==> config.mk <==
export PLATFORM = sky130hd
export DESIGN_NAME = slw_top
export DESIGN_NICKNAME = d
export VERILOG_FILES = /design/src/hdl/slw_pkg.sv /design/src/hdl/slw_top.sv /design/src/hdl/slw_wakeup_filter.sv
export SDC_FILE = /design/constraint.sdc
export NUM_CORES = 1
export LEC_CHECK = 0
export ABC_AREA = 1
export CORE_MARGIN = 2
export CORE_UTILIZATION = 57
export CTS_BUF_LIST = sky130_fd_sc_hd__clkbuf_8
export CTS_CLUSTER_SIZE = 16
export DETAILED_ROUTE_END_ITERATION = 12
export DONT_BUFFER_PORTS = 1
export PLACE_DENSITY = 0.68
export SYNTH_ARGS = -nofsm -noshare
export SYNTH_HDL_FRONTEND = slang
export SYNTH_HIERARCHICAL = 1
export SYNTH_SLANG_ARGS = --single-unit
==> constraint.sdc <==
create_clock -name CLK_I -period 10.85 [get_ports CLK_I]
set_clock_uncertainty 0.2 [all_clocks]
set_input_delay 2.17 -clock CLK_I [delete_from_list [all_inputs] [get_ports CLK_I]]
set_output_delay 2.17 -clock CLK_I [all_outputs]
set_load 0.005 [all_outputs]
==> src/hdl/slw_pkg.sv <==
// package: constants for the switch, lin and watchdog control block
package slw_pkg;
    // control byte fields
    localparam int CTL_SLEW_HI = 7;
    localparam int CTL_SLEW_LO = 6;
    localparam int CTL_PU_BIT = 5;
    localparam int CTL_HSC_BIT = 4;
    localparam int CTL_HSB_BIT = 3;
    localparam int CTL_HSA_BIT = 2;
    localparam int CTL_MODE_HI = 1;
    localparam int CTL_MODE_LO = 0;
    localparam logic [7:0] CTL_RESET = 8'h03;
    // status byte fields
    localparam int ST_INT_BIT = 7;
    localparam int ST_LIN_BIT = 6;
    localparam int ST_REGULATOR_TEMP_WARNING_FLAG_BIT = 3;
    localparam int ST_SWITCH_THERMAL_SHUTDOWN_FLAG_BIT = 2;
    // mode select field codes
    localparam logic [1:0] MODE_SLEEP = 2'h0;
    localparam logic [1:0] MODE_STOP = 2'h1;
    localparam logic [1:0] MODE_WDCLR = 2'h2;
    localparam logic [1:0] MODE_RUN = 2'h3;
    // slew select codes
    localparam logic [1:0] SLEW_20K = 2'h0;
    localparam logic [1:0] SLEW_10K = 2'h1;
    localparam logic [1:0] SLEW_100K = 2'h2;
    localparam logic [1:0] SLEW_LOWPWR = 2'h3;
    // register port addresses
    localparam logic [1:0] ADDR_CTL = 2'h0;
    localparam logic [1:0] ADDR_STAT = 2'h1;
    localparam logic [1:0] ADDR_WDRES = 2'h2;
    // timing
    localparam int CLK_MHZ = 125;
    localparam int WD_DEFAULT_MS = 150;
    localparam int WD_FIRST_MS = 150;
    localparam int WAKE_FILTER_US = 30;
    localparam int WAKE_FILTER_CYC = (WAKE_FILTER_US * CLK_MHZ);
    localparam int CYC_PER_MS = 1000 * CLK_MHZ;
    // period in us = 991 * r_kohm / 1000 * 1000 ... in us: 991*r + 648
    localparam int WD_GAIN_US = 991;
    localparam int WD_OFS_US = 648;
    // watchdog pin configuration codes
    localparam logic [1:0] WDCFG_OPEN = 2'h0;
    localparam logic [1:0] WDCFG_GND = 2'h1;
    localparam logic [1:0] WDCFG_RES = 2'h2;
    localparam int CNT_W = 32;
endpackage

==> src/hdl/slw_top.sv <==
// top: high-side switch, lin and window watchdog control
//
// Contract
// - outputs a,b need enable bit and pwm high
// - output c follows its enable bit only
// - overtemperature outside stop/sleep latches all switches off
// - sleep or stop forces all switches off
// - slew field selects rate, resets to 20k
// - lin transmitter only in normal, normal request
// - lin fault disables transmitter, sets failure flag
// - pullup disconnect bit uses current source lowpower
// - transmit low drives dominant, high recessive
// - undriven transmit pin reads recessive
// - receive pin mirrors bus level
// - stop/sleep: transmitter off, receiver watches bus
// - stop wake-up raises interrupt, sets wake flag
// - sleep wake-up resets device, sets wake flag
// - closed-window or missing clear resets device
// - first clear has no closed window
// - open pin default period, grounded disables
// - resistor period 0.991 r plus 0.648 ms
// - regulator warning sets flag, raises interrupt (masked in stop/sleep)
// - slew codes 20k,10k,100k,lowpower request
// - mode codes sleep,stop,clear,run
// - lin re-enable after fault gone, flag read
//
// Chosen here: the strobed register port and the register offsets.
`timescale 1ns/1ps
`default_nettype none
module slw_top
    import slw_pkg::*;
#(
    parameter int WD_FIRST_CYC = WD_FIRST_MS * CYC_PER_MS,
    parameter int WD_DEFAULT_CYC = WD_DEFAULT_MS * CYC_PER_MS,
    parameter int CYC_PER_US = CLK_MHZ,
    parameter int WAKE_CYC = WAKE_FILTER_CYC
) (
    input wire logic CLK_I,
    input wire logic RST_N_I,
    input wire logic CE_I,
    input wire logic [1:0] ADDR_I,
    input wire logic [15:0] WDATA_I,
    input wire logic WR_I,
    input wire logic RD_I,
    output logic [15:0] RDATA_O,
    input wire logic PWM_GATE_I,
    input wire logic HS_OVERTEMP_I,
    input wire logic LIN_TX_I,
    input wire logic LIN_TX_DRIVEN_I,
    input wire logic LIN_BUS_I,
    input wire logic LIN_FAULT_I,
    input wire logic REG_TEMP_WARN_I,
    input wire logic [1:0] WDCFG_I,
    output logic HIGH_SIDE_OUT_A_O,
    output logic HIGH_SIDE_OUT_B_O,
    output logic HIGH_SIDE_OUT_C_O,
    output logic LIN_TX_EN_O,
    output logic LIN_DOMINANT_O,
    output logic LIN_RX_O,
    output logic [1:0] LIN_SLEW_O,
    output logic LIN_PULLUP_ON_O,
    output logic LIN_CURSRC_ON_O,
    output logic IRQ_O,
    output logic RESET_REQ_O,
    output logic [1:0] MODE_O
);
    typedef enum logic [2:0] {
        M_RESET, M_NREQ, M_RUN, M_STOP, M_SLEEP
    } slw_mode_t;

    typedef struct packed {
        slw_mode_t mode;
        logic [7:0] ctl;
        logic pend_lp;
        logic [1:0] pend_code;
        logic switch_thermal_shutdown_flag;
        logic lin_fail;
        logic lin_wake;
        logic regulator_temp_warning_flag;
        logic irq;
        logic rst_req;
        logic [CNT_W-1:0] wd_cnt;
        logic [CNT_W-1:0] wd_period;
        logic [15:0] wd_res;
        logic [15:0] rdata;
        logic [1:0] hs_out_ab;
        logic hs_out_c;
        logic tx_en;
        logic dom;
        logic rx;
    } slw_state_t;

    slw_state_t s_q, s_d;
    logic wake_pulse;

    function automatic logic is_lowpower(input slw_mode_t m);
        return (m == M_STOP) || (m == M_SLEEP);
    endfunction

    //////////////////////////////////////////////////////////////////////
    // wake-up qualifier
    slw_wakeup_filter #(
        .FILTER_CYC(WAKE_CYC)
    ) u_wake (
        .clk_i(CLK_I),
        .rst_n_i(RST_N_I),
        .ce_i(CE_I),
        .arm_i(is_lowpower(s_q.mode)),
        .bus_rx_i(LIN_BUS_I),
        .wake_o(wake_pulse)
    );

    //////////////////////////////////////////////////////////////////////
    // next state
    always_comb begin
        logic wr_ctl;
        logic rd_st;
        logic [1:0] mcode;
        logic [CNT_W-1:0] half;
        logic tx_lvl;
        logic [CNT_W-1:0] res_cyc;
        wr_ctl = WR_I && (ADDR_I == ADDR_CTL);
        rd_st = RD_I && (ADDR_I == ADDR_STAT);
        mcode = WDATA_I[CTL_MODE_HI:CTL_MODE_LO];
        half = s_q.wd_period >> 1;
        tx_lvl = LIN_TX_DRIVEN_I ? LIN_TX_I : 1'b1;
        res_cyc = CNT_W'((WD_GAIN_US * s_q.wd_res + WD_OFS_US)
            * CYC_PER_US);
        s_d = s_q;
        s_d.irq = 1'b0;
        s_d.rst_req = 1'b0;
        s_d.rdata = '0;
        if (s_q.mode == M_RESET) begin
            s_d.mode = M_NREQ;
            s_d.wd_cnt = '0;
            s_d.wd_period = CNT_W'(WD_FIRST_CYC);
        end else begin
            if (s_q.wd_cnt != '1) begin
                s_d.wd_cnt = s_q.wd_cnt + 1'b1;
            end
        end
        // register writes
        if (WR_I && (ADDR_I == ADDR_WDRES)) begin
            s_d.wd_res = WDATA_I;
        end
        if (wr_ctl) begin
            s_d.ctl = WDATA_I[7:0];
            // low-power entry needs the same command twice
            if ((WDATA_I[CTL_SLEW_HI:CTL_SLEW_LO] == SLEW_LOWPWR)
                && (mcode == MODE_SLEEP || mcode == MODE_STOP)) begin
                if (s_q.pend_lp && s_q.pend_code == mcode) begin
                    s_d.mode = (mcode == MODE_SLEEP) ? M_SLEEP
                        : M_STOP;
                    s_d.pend_lp = 1'b0;
                end else begin
                    s_d.pend_lp = 1'b1;
                    s_d.pend_code = mcode;
                end
            end else begin
                s_d.pend_lp = 1'b0;
                if (mcode == MODE_WDCLR && WDCFG_I != WDCFG_GND) begin
                    if (s_q.mode == M_RUN && s_q.wd_cnt < half) begin
                        s_d.rst_req = 1'b1;
                    end
                    s_d.wd_cnt = '0;
                    s_d.wd_period = (WDCFG_I == WDCFG_RES) ? res_cyc
                        : CNT_W'(WD_DEFAULT_CYC);
                    if (s_q.mode == M_NREQ) begin
                        s_d.mode = M_RUN;
                    end
                end else if (mcode == MODE_RUN && s_q.mode == M_NREQ
                    && WDCFG_I == WDCFG_GND) begin
                    s_d.mode = M_RUN;
                end
            end
        end
        // watchdog expiry
        if ((s_q.mode == M_NREQ || s_q.mode == M_RUN)
            && WDCFG_I != WDCFG_GND && s_q.wd_cnt >= s_q.wd_period) begin
            s_d.rst_req = 1'b1;
        end
        // switch thermal latch, not cleared by reads, only by device reset
        if (HS_OVERTEMP_I && !is_lowpower(s_q.mode)) begin
            s_d.switch_thermal_shutdown_flag = 1'b1;
            s_d.irq = !s_q.switch_thermal_shutdown_flag;
        end
        // lin fault flag: cleared by read while set, set wins
        if (rd_st && s_q.lin_fail && !LIN_FAULT_I) begin
            s_d.lin_fail = 1'b0;
        end
        if (LIN_FAULT_I) begin
            s_d.lin_fail = 1'b1;
        end
        if (rd_st && s_q.lin_wake) begin
            s_d.lin_wake = 1'b0;
        end
        if (wake_pulse) begin
            s_d.lin_wake = 1'b1;
            if (s_q.mode == M_STOP) begin
                s_d.irq = 1'b1;
                s_d.mode = M_RUN;
                s_d.wd_cnt = '0;
            end else begin
                s_d.rst_req = 1'b1;
            end
        end
        // regulator warning follows the condition
        s_d.regulator_temp_warning_flag = REG_TEMP_WARN_I && !is_lowpower(s_q.mode);
        if (REG_TEMP_WARN_I && !s_q.regulator_temp_warning_flag && !is_lowpower(s_q.mode)) begin
            s_d.irq = 1'b1;
        end
        if (rd_st) begin
            s_d.rdata = 16'(8'(s_q.irq) << ST_INT_BIT);
            s_d.rdata[ST_LIN_BIT] = s_q.lin_fail || s_q.lin_wake;
            s_d.rdata[ST_REGULATOR_TEMP_WARNING_FLAG_BIT] = s_q.regulator_temp_warning_flag;
            s_d.rdata[ST_SWITCH_THERMAL_SHUTDOWN_FLAG_BIT] = s_q.switch_thermal_shutdown_flag;
        end else if (RD_I && ADDR_I == ADDR_CTL) begin
            s_d.rdata = {8'h00, s_q.ctl};
        end else if (RD_I && ADDR_I == ADDR_WDRES) begin
            s_d.rdata = s_q.wd_res;
        end
        // outputs
        s_d.hs_out_ab[0] = s_d.ctl[CTL_HSA_BIT] && PWM_GATE_I;
        s_d.hs_out_ab[1] = s_d.ctl[CTL_HSB_BIT] && PWM_GATE_I;
        s_d.hs_out_c = s_d.ctl[CTL_HSC_BIT];
        if (s_d.switch_thermal_shutdown_flag || is_lowpower(s_d.mode)
            || s_d.mode == M_RESET) begin
            s_d.hs_out_ab = 2'b00;
            s_d.hs_out_c = 1'b0;
        end
        s_d.tx_en = (s_d.mode == M_NREQ || s_d.mode == M_RUN)
            && !s_d.lin_fail;
        s_d.dom = s_d.tx_en && !tx_lvl;
        s_d.rx = LIN_BUS_I;
        // whole-device reset from the watchdog or sleep wake
        if (s_d.rst_req) begin
            s_d.mode = M_RESET;
            s_d.ctl = CTL_RESET;
            s_d.switch_thermal_shutdown_flag = 1'b0;
            s_d.pend_lp = 1'b0;
            s_d.hs_out_ab = 2'b00;
            s_d.hs_out_c = 1'b0;
            s_d.tx_en = 1'b0;
            s_d.dom = 1'b0;
        end
    end

    always_ff @(posedge CLK_I or negedge RST_N_I) begin
        if (!RST_N_I) begin
            s_q <= '{mode: M_RESET, ctl: CTL_RESET, rx: 1'b1,
                default: '0};
        end else if (CE_I) begin
            s_q <= s_d;
        end
    end

    //////////////////////////////////////////////////////////////////////
    // outputs
    assign RDATA_O = s_q.rdata;
    assign HIGH_SIDE_OUT_A_O = s_q.hs_out_ab[0];
    assign HIGH_SIDE_OUT_B_O = s_q.hs_out_ab[1];
    assign HIGH_SIDE_OUT_C_O = s_q.hs_out_c;
    assign LIN_TX_EN_O = s_q.tx_en;
    assign LIN_DOMINANT_O = s_q.dom;
    assign LIN_RX_O = s_q.rx;
    assign LIN_SLEW_O = s_q.ctl[CTL_SLEW_HI:CTL_SLEW_LO];
    assign LIN_PULLUP_ON_O = !(s_q.ctl[CTL_PU_BIT]
        && is_lowpower(s_q.mode));
    assign LIN_CURSRC_ON_O = !LIN_PULLUP_ON_O;
    assign IRQ_O = s_q.irq;
    assign RESET_REQ_O = s_q.rst_req;
    assign MODE_O = (s_q.mode == M_RUN) ? MODE_RUN
        : (s_q.mode == M_STOP) ? MODE_STOP
        : (s_q.mode == M_SLEEP) ? MODE_SLEEP : MODE_WDCLR;
endmodule
`default_nettype wire

==> src/hdl/slw_wakeup_filter.sv <==
// lin bus wake-up qualifier: long dominant then rising edge
`timescale 1ns/1ps
`default_nettype none
module slw_wakeup_filter
    import slw_pkg::*;
#(
    parameter int FILTER_CYC = WAKE_FILTER_CYC
) (
    input wire logic clk_i,
    input wire logic rst_n_i,
    input wire logic ce_i,
    input wire logic arm_i,
    input wire logic bus_rx_i,
    output logic wake_o
);
    typedef struct packed {
        logic [CNT_W-1:0] cnt;
        logic long_dom;
        logic wake;
    } slw_wf_state_t;
    slw_wf_state_t s_q, s_d;

    always_comb begin
        s_d = s_q;
        s_d.wake = 1'b0;
        if (!arm_i) begin
            s_d.cnt = '0;
            s_d.long_dom = 1'b0;
        end else if (!bus_rx_i) begin
            if (s_q.cnt >= CNT_W'(FILTER_CYC)) begin
                s_d.long_dom = 1'b1;
            end else begin
                s_d.cnt = s_q.cnt + 1'b1;
            end
        end else begin
            s_d.wake = s_q.long_dom;
            s_d.cnt = '0;
            s_d.long_dom = 1'b0;
        end
    end

    always_ff @(posedge clk_i or negedge rst_n_i) begin
        if (!rst_n_i) begin
            s_q <= '0;
        end else if (ce_i) begin
            s_q <= s_d;
        end
    end
    assign wake_o = s_q.wake;
endmodule
`default_nettype wire

# Yosys cells after proc, flatten, opt, wreduce, memory -nomap -nowiden

Cells that the tools add are included.

Bitwise logic cells: 1
Mux-type cells: 51
Add/subtract/negate cells: 3
$lt $le $gt $ge: 3
Equality and inequality tests: 21
$mul: 2
Reductions and logical operators: 52

Operator list:

| kind                   | count |
|---|---|
| $mux 65                | 3 |
| $mux 32                | 6 |
| $mux 33                | 2 |
| $add 32x1->32 const B  | 2 |
| $mux 16                | 3 |
| $mux 34                | 1 |
| $ge 32x12->1 const B   | 1 |
| $ge 32x32->1           | 1 |
| $lt 32x31->1           | 1 |
| $mul 27x7->32 const B  | 1 |
| $ne 32x32->1 const B   | 1 |
| $mux 3                 | 10 |
| $add 26x10->27 const B | 1 |
| $mul 10x16->26 const A | 1 |
| $logic_and 1x1->1      | 25 |
| $mux 1                 | 18 |
| $mux 14                | 1 |
| $eq 3x2->1 const B     | 4 |
| $mux 12                | 1 |
| $eq 2x2->1 const B     | 5 |
| $mux 2                 | 5 |
| $reduce_and 2->1       | 5 |
| $logic_or 1x1->1       | 8 |
| $logic_not 1->1        | 7 |
| 12 further kinds       | 20 |

Output and inout bits: 30
Bits in registers: 156
Input bits: 32
Word-level logic and storage cells: 156

# Depth between registers and ports, before layout

Depth in word-level cells: 15
Depth in mapped cells: 44
Gate-level depth less buffers: 43

# By module

The synthesis kept the hierarchy.

By module, submodules not included:

| module            | sequential area each (um2) | area an instance (um2) | cells each | instances |
|---|---|---|---|---|
| slw_top           | 3056.7                     | 16617.2                | 2119       | 1 |
| slw_wakeup_filter | 850.8                      | 1749.2                 | 237        | 1 |

# Worst setup path after synthesis

No wires, ideal clock.

Kind: register to register
Start: reg s_q[24] (netlist name)
End: reg s_q[65] (netlist name)
Path slack: 2.269 ns
Cell stages (with the launch flop): 34
Clock period less this slack: 8.581 ns
Path buffers: 0
Data arrival time: 8.258 ns
Setup time: 0.123 ns
Data required time: 10.527 ns
Cell sequence: dfrtp_1 -> inv_1 -> fa_1 -> inv_1 -> fa_1 -> fa_1 -> fa_1 -> inv_1 -> fa_1 -> inv_1 -> ha_1 -> a21oi_1 -> inv_1 -> nor2_1 -> nand2_1 -> a31oi_1 -> xor2_1 -> inv_1 -> fa_1 -> inv_1 -> fa_1 -> fa_1 -> fa_1 -> ha_1 -> a21oi_1 -> o21a_1 -> o21ai_0 -> nand2_1 -> nand3_1 -> or2_2 -> nand3_1 -> nand2_1 -> o21ai_0 -> nand2_1

==> metrics <==
initial antenna violation count=0; Vias/cell=5.52; maximum net fanout on the critical path=7; # nets final=2734; top cells by count, synth=458 x inv_1, 420 x nand2_1, 213 x nor2_1; Yosys reg bits=156; post-CTS setup repair buffer count=0; Final min period=9700 ps; core area=31600 um2; Synth cell types=55; Critical Path Start Type=register; Fin. Hold Viols=0; CP required=11030 ps; I/O pin total=62; grt ovf=0; CP peak stage delay=610 ps; Sum Neg Setup Slack=0 ps; First-pass DRT Iterations=5; Most common cell on crit path=fa_1; final wirelength=47700 um; Starting Density=58.1%; gr usage total=29.4%; CP arrival=9880 ps; Post-Synthesis Cells=2356; highest metal used=met4; cts-stage hold buffer count=0; endpoint class of the critical path=register; WL per Instance=17.4 um; Post-Synthesis Cell Area=18400 um2; htree depth=4; first-pass GRT wire length=77500 um; Rel. slew slack=26.9%; met3 wire length=2890 um; Crit Reg-Reg Endpoint=s_q[64]$_DFFE_PN0P_; Core Util, Final=60.1%; Routed Antenna Nets=0; min-delay src=u_wake/s_q[26]$_DFFE_PN0P_; worst slew pin tran=1090 ps; CTS Buf Count=17; post-synth top area cell=dfrtp_1; clock latency on the worst-skew pair=480 ps; number of flops mapped to enable cells by yosys=0; post-synth top area share=20.8%; DPL Wire Length=38900 um; total of max-cap violations=0; RSZ-0062 raised after global routing=no; Mapped Nets=2769; post-CTS sizing=0; CP top delay family=adder cells; DR WL met2=21700 um; detailed router's first-iteration violation count=1201; largest net degree at the start of global routing=157; synth-to-layout area growth=3.49%; Max stage delay cell, worst path=xor2_1; layout cells sized above 1=4.33%; die area=33700 um2; Final Max Tran Viols=0; Synth Warn #=6; most frequent cell after synthesis=inv_1; CTS tree=yes; clock root cell=clkbuf_8; die height=184 um; depth of the worst hold-timing path=2; CP Buf/Inv Count=7; post-synthesis sequential area ratio=21.3%; post-synthesis async set-or-reset flop share=100%; fmax=103 MHz; number of global-route vias before repair=14600; top cells by area, synth=dfrtp_1 21%, fa_1 19%, ha_1 14%; status=finished clean; reg2reg start=s_q[24]$_DFFE_PN0P_; period utilization=89.4%; Mean Syn Cell Area=7.80 um2; # DRC=0; gpl congestion=0.946; fillers=2936; endpoints failing setup=0; CTS sink cnt=156; Clock Pin Slew Worst Setup and Hold Paths=100 ps; dominant synthesized flop cell=dfrtp_1; M1 WL=22000 um; Port Buf Inserts=0; kind of critical path=register to register; DIE WIDTH=184 um; Cell Rows=65; Vias=15100; ANT cells=0; r2r worst-path depth=32; Worst R2R Setup Slack=1150 ps; CTS max path bufs=2; Hold Path Class=register to register; sink of the worst hold path=u_wake/s_q[26]$_DFFE_PN0P_
## metal layers
metal	GRT usage, %	vias to the layer above
li1	-	7406
met1	42.2	7180
met2	46.4	456
met3	4.87	73
met4	7.78	0
met5	0	-
## how the worst max path moves through the flow
| stage | to | cells after the start | start | slack, ps |
|---|---|---|---|---|
| 2_1_floorplan | s_q[65]$_DFFE_PN0P_ | 33 | s_q[24]$_DFFE_PN0P_ | 2270 |
| 3_3_place_gp | s_q[68]$_DFFE_PN0P_ | 35 | s_q[24]$_DFFE_PN0P_ | 1330 |
| 3_5_place_dp | s_q[64]$_DFFE_PN0P_ | 32 | s_q[24]$_DFFE_PN0P_ | 1230 |
| 4_1_cts | s_q[64]$_DFFE_PN0P_ | 32 | s_q[24]$_DFFE_PN0P_ | 1210 |
| 5_1_grt | s_q[68]$_DFFE_PN0P_ | 35 | s_q[24]$_DFFE_PN0P_ | 560 |
| 6_report | s_q[64]$_DFFE_PN0P_ | 32 | s_q[24]$_DFFE_PN0P_ | 1150 |
## cell usage in the layout (no fill, tap or decap), types with 34 or more instances in the layout
| cell | netlist | final |
|---|---|---|
| inv_1 | 458 | 458 |
| nand2_1 | 420 | 420 |
| nor2_1 | 213 | 213 |
| ha_1 | 210 | 210 |
| fa_1 | 171 | 171 |
| dfrtp_1 | 153 | 153 |
| a21oi_1 | 137 | 137 |
| o21ai_0 | 124 | 124 |
| nand3_1 | 113 | 113 |
| nor3_1 | 45 | 45 |
| xor2_1 | 34 | 34 |
## state kept, by name, summed over array words and instances, names as in the netlist, 2 cells and up
| signal | flops |
|---|---|
| s_q | 96 |
| u_wake/s_q | 33 |
| RDATA_O | 16 |
| LIN_SLEW_O | 2 |
## final cells by class
cell class / instances / area (um2) / area share [%]
Inverter: 474 / 1780 / 9.36
Clock buffer: 19 / 262 / 1.38
Sequential cell: 156 / 3910 / 20.6
Timing Repair Buffer: 7 / 52.6 / 0.276
Tap cell: 402 / 503 / 2.65
Multi-Input combinational cell: 1665 / 12400 / 65.0
Clock inverter: 13 / 154 / 0.810
## worst reg2reg max path: cells and delay by family (launching register included)
kind / cells / cell delay (ps)
AOI/OAI and AO/OA: 8 / 1780
DFF: 1 / 510
xor gates and xnor gates: 1 / 610
adders and majority gates: 11 / 5370
and+or+nand+nor: 5 / 510
buffers and inverters: 7 / 610
## per-stage QoR
step | cell area [um2] | hold WS [ps] | worst slack (ps) | std cells
6_report | 19000 | 298 | 1150 | 2736
5_1_grt | 19000 | 311 | 561 | 2736
4_1_cts | 19000 | 290 | 1210 | 2736
3_5_place_dp | 18600 | 271 | 1230 | 2704
3_3_place_gp | 18600 | 264 | 1330 | 2704
2_1_floorplan | 18400 | 249 | 2270 | 2356
## logic make-up (layout without fill, tap and decap cells)
group | Yosys count | after routing | share of synthesized area (%)
flip-flops | 156 | 156 | 21.3
XOR/XNOR | 61 | 61 | 3.30
buffers and inverters | 535 | 513 | 11.5
AO/OA/AOI/OAI | 362 | 362 | 11.0
multiplexers | 3 | 3 | 0.184
AND/OR/NAND/NOR | 858 | 858 | 19.9
adder cells (fa/ha/maj) | 381 | 381 | 32.9
Power is not shown: default switching activity piles up to over one toggle a cycle in this logic, so the estimate is an artifact.
